File: config.mk
export PLATFORM = sky130hd
export DESIGN_NAME = usr_usart
export DESIGN_NICKNAME = d
export VERILOG_FILES = /design/src/logic/usr_pkg.sv /design/src/logic/usr_sync3.sv /design/src/logic/usr_shift.sv /design/src/logic/usr_usart.sv
export SDC_FILE = /design/constraint.sdc
export NUM_CORES = 1
export LEC_CHECK = 0
export BUFFER_PORTS_ARGS = -buffer_cell sky130_fd_sc_hd__buf_4
export CELL_PAD_IN_SITES_DETAIL_PLACEMENT = 1
export CELL_PAD_IN_SITES_GLOBAL_PLACEMENT = 1
export CORE_UTILIZATION = 40
export CTS_CLUSTER_DIAMETER = 30
export CTS_CLUSTER_SIZE = 25
export DETAILED_ROUTE_END_ITERATION = 10
export PLACE_DENSITY_LB_ADDON = 0.1
export SKIP_LAST_GASP = 1
export SLEW_MARGIN = 20
export SYNTH_ARGS = -nofsm -noshare
export SYNTH_HDL_FRONTEND = slang
export SYNTH_SLANG_ARGS = --single-unit
File: constraint.sdc
create_clock -name core_clk -period 18 [get_ports core_clk]
set_clock_uncertainty 0.15 [all_clocks]
set_input_delay 3.6 -clock core_clk [delete_from_list [all_inputs] [get_ports core_clk]]
set_output_delay 3.6 -clock core_clk [all_outputs]
set_load 0.05 [all_outputs]
File: src/logic/usr_pkg.sv
// Purpose: Shared constants and types of the serial unit register block.
// Assumes: APB with 32-bit data, one register per aligned word.
// Notes:   Byte address of a register is four times its index.
`default_nettype none
package usr_pkg;
   // ****************************************
   // Register indices and bus width
   // ****************************************
   localparam int ADDR_W = 8;
   localparam logic [5:0] IDX_MAIN = 6'h00;
   localparam logic [5:0] IDX_SEC = 6'h04;
   localparam logic [5:0] IDX_BAUD = 6'h0c;
   localparam logic [5:0] IDX_RECEIVE_PULSE_LENGTH = 6'h0e;
   localparam logic [5:0] IDX_IEC = 6'h14;
   localparam logic [5:0] IDX_IES = 6'h16;
   localparam logic [5:0] IDX_FLAG = 6'h18;
   localparam logic [5:0] IDX_STAT = 6'h1a;
   localparam logic [5:0] IDX_SYNC = 6'h1c;
   localparam logic [5:0] IDX_DATA = 6'h28;
   localparam logic [5:0] IDX_DBG = 6'h30;
   // ****************************************
   // Reset values and writable masks
   // ****************************************
   localparam logic [31:0] MAIN_RST = 32'h00000000;
   localparam logic [31:0] MAIN_WMASK = 32'h7ff3e19f;
   localparam logic [31:0] SEC_WMASK = 32'h00032747;
   localparam logic [31:0] EN_FREE = 32'h00000003;
   localparam logic [31:0] RXTX_MASK = 32'h00030000;
   localparam logic [7:0] FLAG_MASK = 8'hbf;
   // ****************************************
   // Field positions
   // ****************************************
   localparam int B_SWRST = 0;
   localparam int B_ENABLE = 1;
   localparam int B_COMM_MODE_SELECT = 28;
   localparam int B_SERIAL_CLOCK_POLARITY = 29;
   localparam int B_BIT_ORDER_SELECT = 30;
   localparam int B_TXEN = 16;
   localparam int B_RXEN = 17;
   localparam int F_DRE = 0;
   localparam int F_TXC = 1;
   localparam int F_RXC = 2;
   localparam int F_RXS = 3;
   localparam int F_CLEAR_TO_SEND_CHANGE = 4;
   localparam int F_ERR = 7;
   localparam int ST_BUFOVF = 2;
   localparam int SY_SWRST = 0;
   localparam int SY_EN = 1;
   localparam int SY_SECONDARY_CONTROL = 2;
   // ****************************************
   // Timing and states
   // ****************************************
   localparam logic [2:0] SYNC_CYCLES = 3'd3;
   // Edges after reset before a synchronised pin level can be trusted
   localparam logic [2:0] PIN_SETTLE = 3'd5;
   typedef enum logic [3:0] {
      ST_IDLE = 4'b0001,
      ST_START = 4'b0010,
      ST_DATA = 4'b0100,
      ST_STOP = 4'b1000
   } usr_state_t;
endpackage : usr_pkg
`default_nettype wire

File: src/logic/usr_sync3.sv
// Purpose: Three-stage synchroniser for pin inputs.
// Assumes: Inputs are asynchronous to core_clk.
// Notes:   Output moves only when stages two and three agree.
`timescale 1ns/1ps
`default_nettype none
module usr_sync3 #(
   parameter int W = 3
) (
   input wire logic core_clk,
   input wire logic reset,
   input wire logic clkEn,
   input wire logic [W-1:0] din,
   output logic [W-1:0] dout
);
   typedef struct packed {
      logic [W-1:0] f1;
      logic [W-1:0] f2;
      logic [W-1:0] f3;
      logic [W-1:0] stable;
   } usr_sync_t;
   usr_sync_t q;
   usr_sync_t d;
   logic [W-1:0] agree;

   // First stage feeds only the second stage
   genvar i;
   generate
      for (i = 0; i < W; i++) begin : g_bit
         assign agree[i] = (q.f2[i] == q.f3[i]);
      end
   endgenerate

   // Shift chain and agreement filter
   always_comb begin
      d = q;
      d.f1 = din;
      d.f2 = q.f1;
      d.f3 = q.f2;
      d.stable = (q.stable & ~agree) | (q.f2 & agree);
   end

   // Frozen while clock enable is low
   always_ff @(posedge core_clk or posedge reset) begin
      if (reset) begin
         q <= '0;
      end else if (clkEn) begin
         q <= d;
      end
   end

   assign dout = q.stable;
endmodule : usr_sync3
`default_nettype wire

File: src/logic/usr_shift.sv
// Purpose: Eight-bit shift register with selectable bit order.
// Assumes: Load has priority over shift.
// Notes:   Used once for transmit and once for receive.
`timescale 1ns/1ps
`default_nettype none
module usr_shift (
   input wire logic core_clk,
   input wire logic reset,
   input wire logic clkEn,
   input wire logic load,
   input wire logic [7:0] loadVal,
   input wire logic shift,
   input wire logic inBit,
   input wire logic lsbFirst,
   output logic outBit,
   output logic [7:0] word
);
   typedef struct packed {
      logic [7:0] sh;
   } usr_shift_t;
   usr_shift_t q;
   usr_shift_t d;

   // Order decides which end leaves and which end fills
   always_comb begin
      d = q;
      if (load) begin
         d.sh = loadVal;
      end else if (shift) begin
         d.sh = lsbFirst ? {inBit, q.sh[7:1]} : {q.sh[6:0], inBit};
      end
   end

   always_ff @(posedge core_clk or posedge reset) begin
      if (reset) begin
         q <= '0;
      end else if (clkEn) begin
         q <= d;
      end
   end

   assign outBit = lsbFirst ? q.sh[0] : q.sh[7];
   assign word = q.sh;
endmodule : usr_shift
`default_nettype wire

File: src/logic/usr_usart.sv
// Purpose: Serial unit with APB register map, frame engine and interrupt.
// Assumes: APB slave with byte strobes, pins synchronised in three stages.
// Notes:   Write-synchronised fields take effect after a short delay.
`timescale 1ns/1ps
`default_nettype none
module usr_usart (
   input wire logic core_clk,
   input wire logic reset,
   input wire logic clkEn,
   input wire logic psel,
   input wire logic penable,
   input wire logic pwrite,
   input wire logic [usr_pkg::ADDR_W-1:0] paddr,
   input wire logic [31:0] pwdata,
   input wire logic [3:0] pstrb,
   output logic [31:0] prdata,
   output logic pready,
   output logic pslverr,
   input wire logic rxd,
   input wire logic ctsPin,
   input wire logic periphAccessLock,
   output logic txd,
   output logic txdOe,
   output logic xck,
   output logic xckOe,
   output logic irq
);
   import usr_pkg::*;

   // ****************************************
   // State
   // ****************************************
   typedef struct packed {
      logic pready;
      logic pslverr;
      logic [31:0] prdata;
      logic [31:0] mainCtl;
      logic [31:0] secCtl;
      logic [15:0] baud;
      logic [7:0] receive_pulse_length;
      logic [7:0] irqEn;
      logic [7:0] irqFlag;
      logic bufOvf;
      logic dbgStop;
      logic [2:0] syncPend;
      logic [2:0] syncCnt;
      logic coreEn;
      logic coreTx;
      logic coreRx;
      logic [7:0] txBuf;
      logic txFull;
      logic [7:0] rxData;
      logic rxFull;
      usr_state_t state;
      logic [3:0] bitCnt;
      logic [15:0] baudCnt;
      logic phase;
      logic txd;
      logic txdOe;
      logic xck;
      logic xckOe;
      logic irq;
      logic ctsLast;
      logic [2:0] settle;
   } usr_core_t;

   localparam usr_core_t CORE_RST = '{state: ST_IDLE, txd: 1'b1, default: '0};

   usr_core_t q;
   usr_core_t d;
   logic [5:0] idx;
   logic [31:0] bm;
   logic answer;
   logic done;
   logic wpS;
   logic ctsS;
   logic rxdS;
   logic txBit;
   logic [7:0] rxWord;
   logic tick;
   logic txLoad;
   logic txShift;
   logic rxShift;
   logic [7:0] evt;
   logic [31:0] nv;
   logic comm_mode_select;
   logic serial_clock_polarity;
   logic bit_order_select;
   logic keepRdy;
   logic keepErr;
   logic [31:0] keepData;

   function automatic logic [31:0] mergeW(input logic [31:0] oldV, input logic [31:0] wrV,
                                          input logic [31:0] bmV);
      return (oldV & ~bmV) | (wrV & bmV);
   endfunction : mergeW

   // Bus decode; each byte strobe opens one lane
   assign idx = paddr[7:2];
   assign bm = {{8{pstrb[3]}}, {8{pstrb[2]}}, {8{pstrb[1]}}, {8{pstrb[0]}}};
   assign answer = psel & penable & ~q.pready;
   assign done = psel & penable & q.pready;
   assign comm_mode_select = q.mainCtl[B_COMM_MODE_SELECT];
   assign serial_clock_polarity = q.mainCtl[B_SERIAL_CLOCK_POLARITY];
   assign bit_order_select = q.mainCtl[B_BIT_ORDER_SELECT];

   // ****************************************
   // Pin synchroniser and shifters
   // ****************************************
   usr_sync3 #(.W(3)) u_sync (
      .core_clk(core_clk),
      .reset(reset),
      .clkEn(clkEn),
      .din({periphAccessLock, ctsPin, rxd}),
      .dout({wpS, ctsS, rxdS})
   );

   usr_shift u_txShift (
      .core_clk(core_clk),
      .reset(reset),
      .clkEn(clkEn),
      .load(txLoad),
      .loadVal(q.txBuf),
      .shift(txShift),
      .inBit(1'b0),
      .lsbFirst(bit_order_select),
      .outBit(txBit),
      .word()
   );

   usr_shift u_rxShift (
      .core_clk(core_clk),
      .reset(reset),
      .clkEn(clkEn),
      .load(1'b0),
      .loadVal(8'h00),
      .shift(rxShift),
      .inBit(rxdS),
      .lsbFirst(bit_order_select),
      .outBit(),
      .word(rxWord)
   );

   // ****************************************
   // Next state
   // ****************************************
   always_comb begin
      d = q;
      tick = 1'b0;
      txLoad = 1'b0;
      txShift = 1'b0;
      rxShift = 1'b0;
      evt = 8'h00;
      nv = 32'h00000000;
      // Sync delay ends: core copies of the fields follow
      if (|q.syncPend) begin
         if (q.syncCnt == 3'd1) begin
            d.syncPend = 3'b000;
            d.syncCnt = 3'd0;
            d.coreEn = q.mainCtl[B_ENABLE];
            d.coreTx = q.secCtl[B_TXEN];
            d.coreRx = q.secCtl[B_RXEN];
         end else begin
            d.syncCnt = q.syncCnt - 3'd1;
         end
      end
      // Answer one cycle into the access phase
      d.pready = answer;
      if (answer) begin
         d.pslverr = 1'b0;
         d.prdata = 32'h00000000;
         case (idx)
            IDX_MAIN: d.prdata = q.mainCtl & MAIN_WMASK;
            IDX_SEC: d.prdata = q.secCtl;
            IDX_BAUD: d.prdata = {16'h0000, q.baud};
            IDX_RECEIVE_PULSE_LENGTH: d.prdata = {24'h000000, q.receive_pulse_length};
            IDX_IEC: d.prdata = {24'h000000, q.irqEn};
            IDX_IES: d.prdata = {24'h000000, q.irqEn};
            IDX_FLAG: d.prdata = {24'h000000, q.irqFlag};
            IDX_STAT: d.prdata = {28'h0000000, ctsS, q.bufOvf, 2'b00};
            IDX_SYNC: d.prdata = {29'h00000000, q.syncPend};
            IDX_DATA: d.prdata = {24'h000000, q.rxData};
            IDX_DBG: d.prdata = {31'h00000000, q.dbgStop};
            default: d.pslverr = 1'b1;
         endcase
         if (pwrite) begin
            // Writes during reset or into a busy field are refused
            if (q.syncPend[SY_SWRST]) begin
               d.pslverr = 1'b1;
            end
            if (wpS && (idx == IDX_MAIN || idx == IDX_SEC || idx == IDX_BAUD
                        || idx == IDX_RECEIVE_PULSE_LENGTH || idx == IDX_DBG)) begin
               d.pslverr = 1'b1;
            end
            if (idx == IDX_MAIN && pstrb[0] && q.syncPend[SY_EN]) begin
               d.pslverr = 1'b1;
            end
            if (idx == IDX_SEC && pstrb[2] && q.syncPend[SY_SECONDARY_CONTROL]) begin
               d.pslverr = 1'b1;
            end
         end
      end
      // Register writes land at the completing edge
      if (done && pwrite && !q.pslverr) begin
         case (idx)
            IDX_MAIN: begin
               nv = mergeW(q.mainCtl, pwdata, bm) & MAIN_WMASK;
               if (q.mainCtl[B_ENABLE]) begin
                  nv = (q.mainCtl & ~EN_FREE) | (nv & EN_FREE);
               end
               if (nv[B_SWRST]) begin
                  // Reset request discards the rest of the write
                  d.mainCtl[B_SWRST] = 1'b1;
                  d.syncPend[SY_SWRST] = 1'b1;
                  d.syncCnt = SYNC_CYCLES;
               end else begin
                  if (nv[B_ENABLE] != q.mainCtl[B_ENABLE]) begin
                     d.syncPend[SY_EN] = 1'b1;
                     d.syncCnt = SYNC_CYCLES;
                  end
                  d.mainCtl = nv;
               end
            end
            IDX_SEC: begin
               nv = mergeW(q.secCtl, pwdata, bm) & SEC_WMASK;
               if (q.mainCtl[B_ENABLE]) begin
                  nv = (q.secCtl & ~RXTX_MASK) | (nv & RXTX_MASK);
               end
               if ((nv & RXTX_MASK) != (q.secCtl & RXTX_MASK)) begin
                  d.syncPend[SY_SECONDARY_CONTROL] = 1'b1;
                  d.syncCnt = SYNC_CYCLES;
               end
               d.secCtl = nv;
            end
            IDX_BAUD: begin
               nv = mergeW({16'h0000, q.baud}, pwdata, bm);
               d.baud = nv[15:0];
            end
            IDX_RECEIVE_PULSE_LENGTH: begin
               nv = mergeW({24'h000000, q.receive_pulse_length}, pwdata, bm);
               d.receive_pulse_length = nv[7:0];
            end
            IDX_IEC: begin
               if (pstrb[0]) begin
                  d.irqEn = q.irqEn & ~(pwdata[7:0] & FLAG_MASK);
               end
            end
            IDX_IES: begin
               if (pstrb[0]) begin
                  d.irqEn = q.irqEn | (pwdata[7:0] & FLAG_MASK);
               end
            end
            IDX_FLAG: begin
               if (pstrb[0]) begin
                  d.irqFlag = q.irqFlag & ~pwdata[7:0];
               end
            end
            IDX_STAT: begin
               if (pstrb[0] && pwdata[ST_BUFOVF]) begin
                  d.bufOvf = 1'b0;
               end
            end
            IDX_DATA: begin
               // A full buffer ignores further data
               if (pstrb[0] && !q.txFull) begin
                  d.txBuf = pwdata[7:0];
                  d.txFull = 1'b1;
               end
            end
            IDX_DBG: begin
               if (pstrb[0]) begin
                  d.dbgStop = pwdata[0];
               end
            end
            default: d.mainCtl = q.mainCtl;
         endcase
      end
      if (done && !pwrite && !q.pslverr && idx == IDX_DATA) begin
         d.rxFull = 1'b0;
      end
      // Bit-rate divider, runs only while enabled
      if (q.coreEn) begin
         if (q.baudCnt == 16'h0000) begin
            tick = 1'b1;
            d.baudCnt = q.baud;
         end else begin
            d.baudCnt = q.baudCnt - 16'h0001;
         end
      end
      d.xckOe = q.coreEn & comm_mode_select;
      d.txdOe = q.coreEn & q.coreTx;
      // Frame engine
      case (q.state)
         ST_IDLE: begin
            d.xck = serial_clock_polarity;
            d.txd = 1'b1;
            if (tick && q.coreTx && q.txFull) begin
               txLoad = 1'b1;
               d.txFull = 1'b0;
               evt[F_DRE] = 1'b1;
               d.bitCnt = 4'd0;
               d.phase = 1'b0;
               d.state = comm_mode_select ? ST_DATA : ST_START;
               d.txd = comm_mode_select;
            end
         end
         ST_START: begin
            if (tick) begin
               d.txd = txBit;
               txShift = 1'b1;
               d.state = ST_DATA;
            end
         end
         ST_DATA: begin
            if (tick && comm_mode_select) begin
               if (!q.phase) begin
                  // Leading edge moves data out
                  d.xck = ~serial_clock_polarity;
                  d.txd = txBit;
                  txShift = 1'b1;
                  d.phase = 1'b1;
               end else begin
                  // Trailing edge samples the line
                  d.xck = serial_clock_polarity;
                  d.phase = 1'b0;
                  rxShift = q.coreRx;
                  evt[F_RXS] = q.coreRx && (q.bitCnt == 4'd0);
                  d.bitCnt = q.bitCnt + 4'd1;
                  if (q.bitCnt == 4'd7) begin
                     d.state = ST_STOP;
                  end
               end
            end else if (tick) begin
               d.bitCnt = q.bitCnt + 4'd1;
               if (q.bitCnt == 4'd7) begin
                  d.txd = 1'b1;
                  d.state = ST_STOP;
               end else begin
                  d.txd = txBit;
                  txShift = 1'b1;
               end
            end
         end
         ST_STOP: begin
            if (tick) begin
               d.state = ST_IDLE;
               evt[F_TXC] = 1'b1;
               if (comm_mode_select && q.coreRx) begin
                  if (q.rxFull) begin
                     d.bufOvf = 1'b1;
                     evt[F_ERR] = 1'b1;
                  end else begin
                     d.rxData = rxWord;
                     d.rxFull = 1'b1;
                     evt[F_RXC] = 1'b1;
                  end
               end
            end
         end
         default: d.state = ST_IDLE;
      endcase
      if (!q.coreEn) begin
         d.state = ST_IDLE;
      end
      // Handshake change seen on the filtered pin; masked until the
      // synchroniser settles, else its reset level reads as a change
      if (q.settle != PIN_SETTLE) begin
         d.settle = q.settle + 3'd1;
      end
      d.ctsLast = ctsS;
      evt[F_CLEAR_TO_SEND_CHANGE] = (q.settle == PIN_SETTLE) && (ctsS != q.ctsLast);
      // Set wins over a same-cycle clear
      d.irqFlag = d.irqFlag | evt;
      d.irq = |(d.irqFlag & d.irqEn);
      // Soft reset clears all core state but debug control and the bus answer
      keepRdy = d.pready;
      keepErr = d.pslverr;
      keepData = d.prdata;
      if (q.syncPend[SY_SWRST] && q.syncCnt == 3'd1) begin
         d = CORE_RST;
         d.dbgStop = q.dbgStop;
         // A bus answer due now still goes out, keeping the wait state fixed
         d.pready = keepRdy;
         d.pslverr = keepErr;
         d.prdata = keepData;
      end
   end

   // ****************************************
   // Registers
   // ****************************************
   always_ff @(posedge core_clk or posedge reset) begin
      if (reset) begin
         q <= CORE_RST;
      end else if (clkEn) begin
         q <= d;
      end
   end

   assign prdata = q.prdata;
   assign pready = q.pready;
   assign pslverr = q.pslverr;
   assign txd = q.txd;
   assign txdOe = q.txdOe;
   assign xck = q.xck;
   assign xckOe = q.xckOe;
   assign irq = q.irq;
endmodule : usr_usart
`default_nettype wire

======== Word-level counts from Yosys, hierarchy flattened ========
Index checks and enable logic that the tools add are counted.
Widths: inputs -> output; s select.
word-level totals
  word-level logic and storage cells ...... 291
  output and inout port bits .............. 39
  register bits after elaboration ......... 229
  bits of input ports ..................... 53
cells by class
  bitwise logic cells ..................... 31
  muxes and demuxes ....................... 113
  reductions and logical operators ........ 68
  equal/unequal tests ..................... 37
  add/sub/neg operators ................... 4
operators by type and width
  operator            count
  $pmux 32 s10        1
  $mux 32             8
  $mux 167            1
  $mux 112            1
  $mux 8              13
  $mux 9              7
  $and 31x31->31      2
  $mux 1              53
  $mux 16             3
  $mux 33             1
  $and 8x8->8         4
  $or 32x18->32       1
  $or 32x2->32        1
  $mux 31             1
  $not 31->31         1
  $or 31x31->31       1
  $eq 6x5->1 const B  5
  $reduce_bool 2->1   15
  $mux 3              8
  $ne 4x4->1 const B  6
  $or 8x8->8          3
  $reduce_and 5->1    4
  $logic_and 1x1->1   19
  $and 18x18->18      1
  other kinds (52)    93

======== Depth between registers and ports, before layout ========
  depth in word-level cells ............... 17
  mapped depth ............................ 10
  mapped depth without buffers ............ 8

======== Modules after synthesis ========
From an unflattened synthesis, not the netlist that was laid out.
second synthesis, totals
  cells, all modules ...................... 1073
  area total of the unflattened synthesis .. 10362.4 um^2
by module, submodules not included
  module     times used  area each (um^2)  cells each
  usr_usart  1           8783.4            944
  usr_shift  2           535.5             46
  usr_sync3  1           508.0             37

======== Least setup slack after synthesis ========
Ideal clock, no wire load.
  path type ............................... input -> register
  start ................................... in paddr[2] (netlist name)
  end ..................................... reg q, in the netlist irq
  arrival ................................. 5.363 ns
  buffers on the path ..................... 1
  stages on the path ...................... 7
  path slack .............................. 12.354 ns
  data required time ...................... 17.717 ns
  cell sequence ........................... buf_2 -> or4b_4 -> o41ai_2 -> o31ai_1 -> a221o_1 -> a2111oi_2 -> a31oi_1
between the ends
  cells in the longest elaborated chain, start to end .. 7
  elaborated cells between the ends (all ways) .. 10
ends and longest elaborated chain
  what                  RTL line          RTL
  from (decl)           usr_usart.sv:13   input wire logic [usr_pkg::ADDR_W-1:0] paddr,
  $eq 6x5->1            usr_usart.sv:205  case (idx)
  $mux 8                usr_usart.sv:205
  $mux 112 *            usr_usart.sv:204  if (done && pwrite && !q.pslverr) begin
  $or 8x8->8            usr_usart.sv:373  d.irqFlag = d.irqFlag | evt;
  $and 8x8->8 *         usr_usart.sv:374  d.irq = |(d.irqFlag & d.irqEn);
  $reduce_or 8->1 *     usr_usart.sv:374
  $mux 167 *            usr_usart.sv:379  if (q.syncPend[SY_SWRST] && q.syncCnt == 3'd1) begin
  to (signal assigned)  usr_usart.sv:394  q <= CORE_RST;
  to (signal assigned)  usr_usart.sv:396  q <= d;
  to (decl)             usr_usart.sv:69   usr_core_t q;
Every way passes the cells marked *; elsewhere a longest branch is shown, timed or not. The select of a mux whose other input is x is not followed.
A chain may end at the register's enable or synchronous reset.

======== Worst setup path after layout ========
  start ................................... in paddr[3] (netlist name)
  end ..................................... reg q[45] (netlist name)
between the ends
  cells in the longest elaborated chain, start to end .. 3
ends and longest elaborated chain
  what                         RTL line
  $eq 6x6->1                   usr_usart.sv:205
  $reduce_bool 2->1 (no line)  -
  $reduce_and 4->1 (no line)   -
Every way passes these cells.

==> impl_results.md <==
- Outcome: completed
- FF/Latch Area: 4880 sq um
- Reg-to-reg critical path endpoint: u_txShift.word[2]
- Sw Pwr: 0.000252 W
- CTS buffer count: 17
- Core Box Area: 25,100 sq um
- Die area: 26,100 sq um
- #FFs+latches synth: 195
- Tmin final: 6.03 ns
- DPL Wire Length: 22.4 mm
- PostCTS Resize Cnt: 0
- Crit path DAT: 6.23 ns
- Clk slew on worst S/H paths: 0.08 ns
- Slew margin rel.: 0.342
- Simple logic cell fraction of the synthesized area: 0.180
- Remaining Overflow, GRT: 0
- Final setup margin: 11.97 ns
- Setup TNS Final: 0 ns
- H-tree level count: 4
- Synth-to-Final Area Change: 12.2%
- # hold bufs at CTS: 0
- Fin crit share: 0.335
- Sequential share of power: 0.511
- Hold WS: 0.332 ns
- Vias in the first global route: 8,480
- Mapped Avg Cell Area: 9.55 sq um
- Largest net degree at the start of global routing: 124
- Clock power frac: 0.404
- Cell Area, Synth: 10,200 sq um
- Worst-Skew Late Latency: 0.44 ns
- Fin. max-slew vios: 0
- Buffer depth of the longest clock path: 2
- Hold_sp: prdata[6]
- Switch share: 0.276
- Mux cell area share after synthesis: 0.0456
- Compound-cell area share of the yosys netlist: 0.220
- RSZ-0062 raised after global routing: no
- CP Capture Type: flop
- Total Wirelength: 32.4 mm
- Die Ht: 162 um
- N_diodes: 0
- Placer Congestion: 0.861
- Mapped Cells: 1,067
- Commonest cells post-synth: 193 x dfrtp_1, 123 x o21ai_0, 116 x nand2_1, 79 x nor2_1, 49 x clkbuf_1
- GRT Util Overall: 0.254
- Synth top area share: 0.474
- Root Driver: clkbuf_16
- Largest cells by area after synthesis: dfrtp_1 47%, o21ai_0 6.0%, nand2_1 4.3%
- Unique masters post-synth: 84
- Top FF cell, synth: dfrtp_1
- Internal Power: 0.000661 W
- Hold Vio Cnt, Final: 0
- Layout filler cell count: 2,894
- Initial Utilization: 0.406
- Antenna-violating nets left: 0
- Hold Path Sink: prdata[6]
- Post-synthesis sequential area ratio: 0.479
- Pwr/cell area: 79.9 nW/um^2
- DRC errors left: 0
- HP Class: reg2reg
- Number of vias per cell: 5.93
- Row Count: 58
- Mapped Nets: 1,128
- Via count: 8,492
- Final net count: 1,151
- FF-to-FF path depth: 6
- Setup Buffers After CTS: 0
- Final setup fails: 0
- Hold path cells: 1
- Critical path type: in2reg
- Max Cap Viol: 0
- CP Max Fanout: 16
- Worst slack, placed: 11.14 ns
- Comb pwr share: 0.084
- Boundary Pins: 92
- Pleak: 5.11 nW
- Fmax: 166 MHz
- Yosys top cell by area: dfrtp_1
- CTS tree: done
- Ys Warns: 0
- Main combinational cell family by area after synthesis: compound AO/OA/AOI/OAI gates
- Initial antenna violation count: 0
- Async SR Flop Fraction: 1.00
- Initial DRC Count: 760
- Synth Area in XOR/XNOR: 0.00516
- I/O Buffers: 86
- Most common cell in the synthesized netlist: dfrtp_1
- Die Span X: 162 um
- TritonRoute pass-1 iters: 5
- Multi-input logic area: 4720 sq um
- Worst R2R Start: q[22]
- Maximum vdd drop: 0.0518 mV
- Routed length per instance: 22.6 um
- Post-synth EDFFs: 0
- Worst Max-Slew Pin Slew: 0.981 ns
- Reg2reg setup slack: 14.63 ns
- Req. time, crit path: 18.20 ns
- Clk sinks: 195
- Layout cells sized above 1: 0.155
- Startpoint types: input port
- First-pass GRT wire length: 50.6 mm
- Synth Area in Adders: 0.00982
worst max-delay path, cell delays in order:
cell	delay, ns
buf_4	0.16
or2_1	0.35
nor4b_2	0.61
buf_4	0.30
nand2_1	0.10
o31ai_2	0.80
nand3_1	0.16
o21ai_0	0.13
cell type report:
type,count,area share
Sequential cell,195,0.427
Multi-Input combinational cell,746,0.413
Timing Repair Buffer,98,0.0644
Clock buffer,18,0.0375
Tap cell,330,0.0361
Inverter,32,0.0112
Clock inverter,14,0.0105
metrics by stage:
step / utilization / instance area, sq um / cells / total power (W)
finish: 0.455 / 11400 / 1433 / 0.000913
global route: 0.455 / 11400 / 1433 / 0.000947
CTS: 0.455 / 11400 / 1433 / 0.000922
detailed placement: 0.433 / 10900 / 1401 / 0.000553
global placement: 0.433 / 10900 / 1401 / 0.000551
floorplan: - / 10200 / 1067 / 0.000519
cell usage in the layout, fill, tap and decap left out, types with 9 or more instances in the layout:
master | synthesis | routed
a22o_1 | 43 | 43
nand2_1 | 116 | 116
clkbuf_16 | 0 | 17
a22oi_1 | 22 | 22
a21o_1 | 10 | 10
nor2_1 | 79 | 78
nor2b_1 | 13 | 13
o21ai_0 | 123 | 122
o22ai_1 | 10 | 10
mux2i_1 | 34 | 34
a21oi_1 | 46 | 46
o21ai_1 | 10 | 10
inv_1 | 31 | 30
a31oi_1 | 12 | 12
a211oi_1 | 9 | 9
dfrtp_1 | 193 | 193
and3_1 | 9 | 9
nand3_1 | 28 | 27
buf_4 | 32 | 98
nand4_1 | 14 | 14
nor3_1 | 21 | 19
worst max-delay path by stage:
stage,slack (ns),end,startpoint,cells after the start
global placement,11.23,prdata[29],clkEn,4
CTS,11.62,prdata[22],clkEn,4
detailed placement,11.14,prdata[22],clkEn,4
finish,11.97,q[45],paddr[3],8
floorplan,8.94,bit_order_select,reset,1
global route,11.83,q[51],paddr[3],8
sequential cells by signal, summed over array words and instances, names as in the netlist:
name	count
irq	1
pready	1
q	128
prdata	30
u_rxShift.word	8
xckOe	1
u_txShift.word	8
xck	1
txd	1
pslverr	1
bit_order_select	1
u_sync.q	3
comm_mode_select	1
u_sync.d	6
txdOe	1
u_sync.dout	3
cell families (layout without fill, tap and decap cells):
group | count (synthesis) | count (layout)
flip-flops | 195 | 195
AO/OA/AOI/OAI | 339 | 339
XOR/XNOR | 6 | 6
adder cells (fa/ha/maj) | 8 | 8
multiplexers | 45 | 45
AND/OR/NAND/NOR | 348 | 348
buffers and inverters | 126 | 162
metal layers:
metal  up-vias  wire [um]  global-route usage
met1      4311      15300               0.363
met3        33       1440              0.0326
li1       3929          -                   -
met5         -          0                   0
met4         0        511              0.0635
met2       219      15200               0.408
power by group through the flow:
stage           logic, W  registers [W]  clock network (W)
2_1_floorplan  0.0000478       0.000472                  0
3_3_place_gp   0.0000758       0.000475                  0
3_5_place_dp   0.0000778       0.000475                  0
4_1_cts        0.0000779       0.000467           0.000377
5_1_grt        0.0000869       0.000469           0.000391
6_report       0.0000770       0.000467           0.000369
Power figures use the tool's default switching activity.
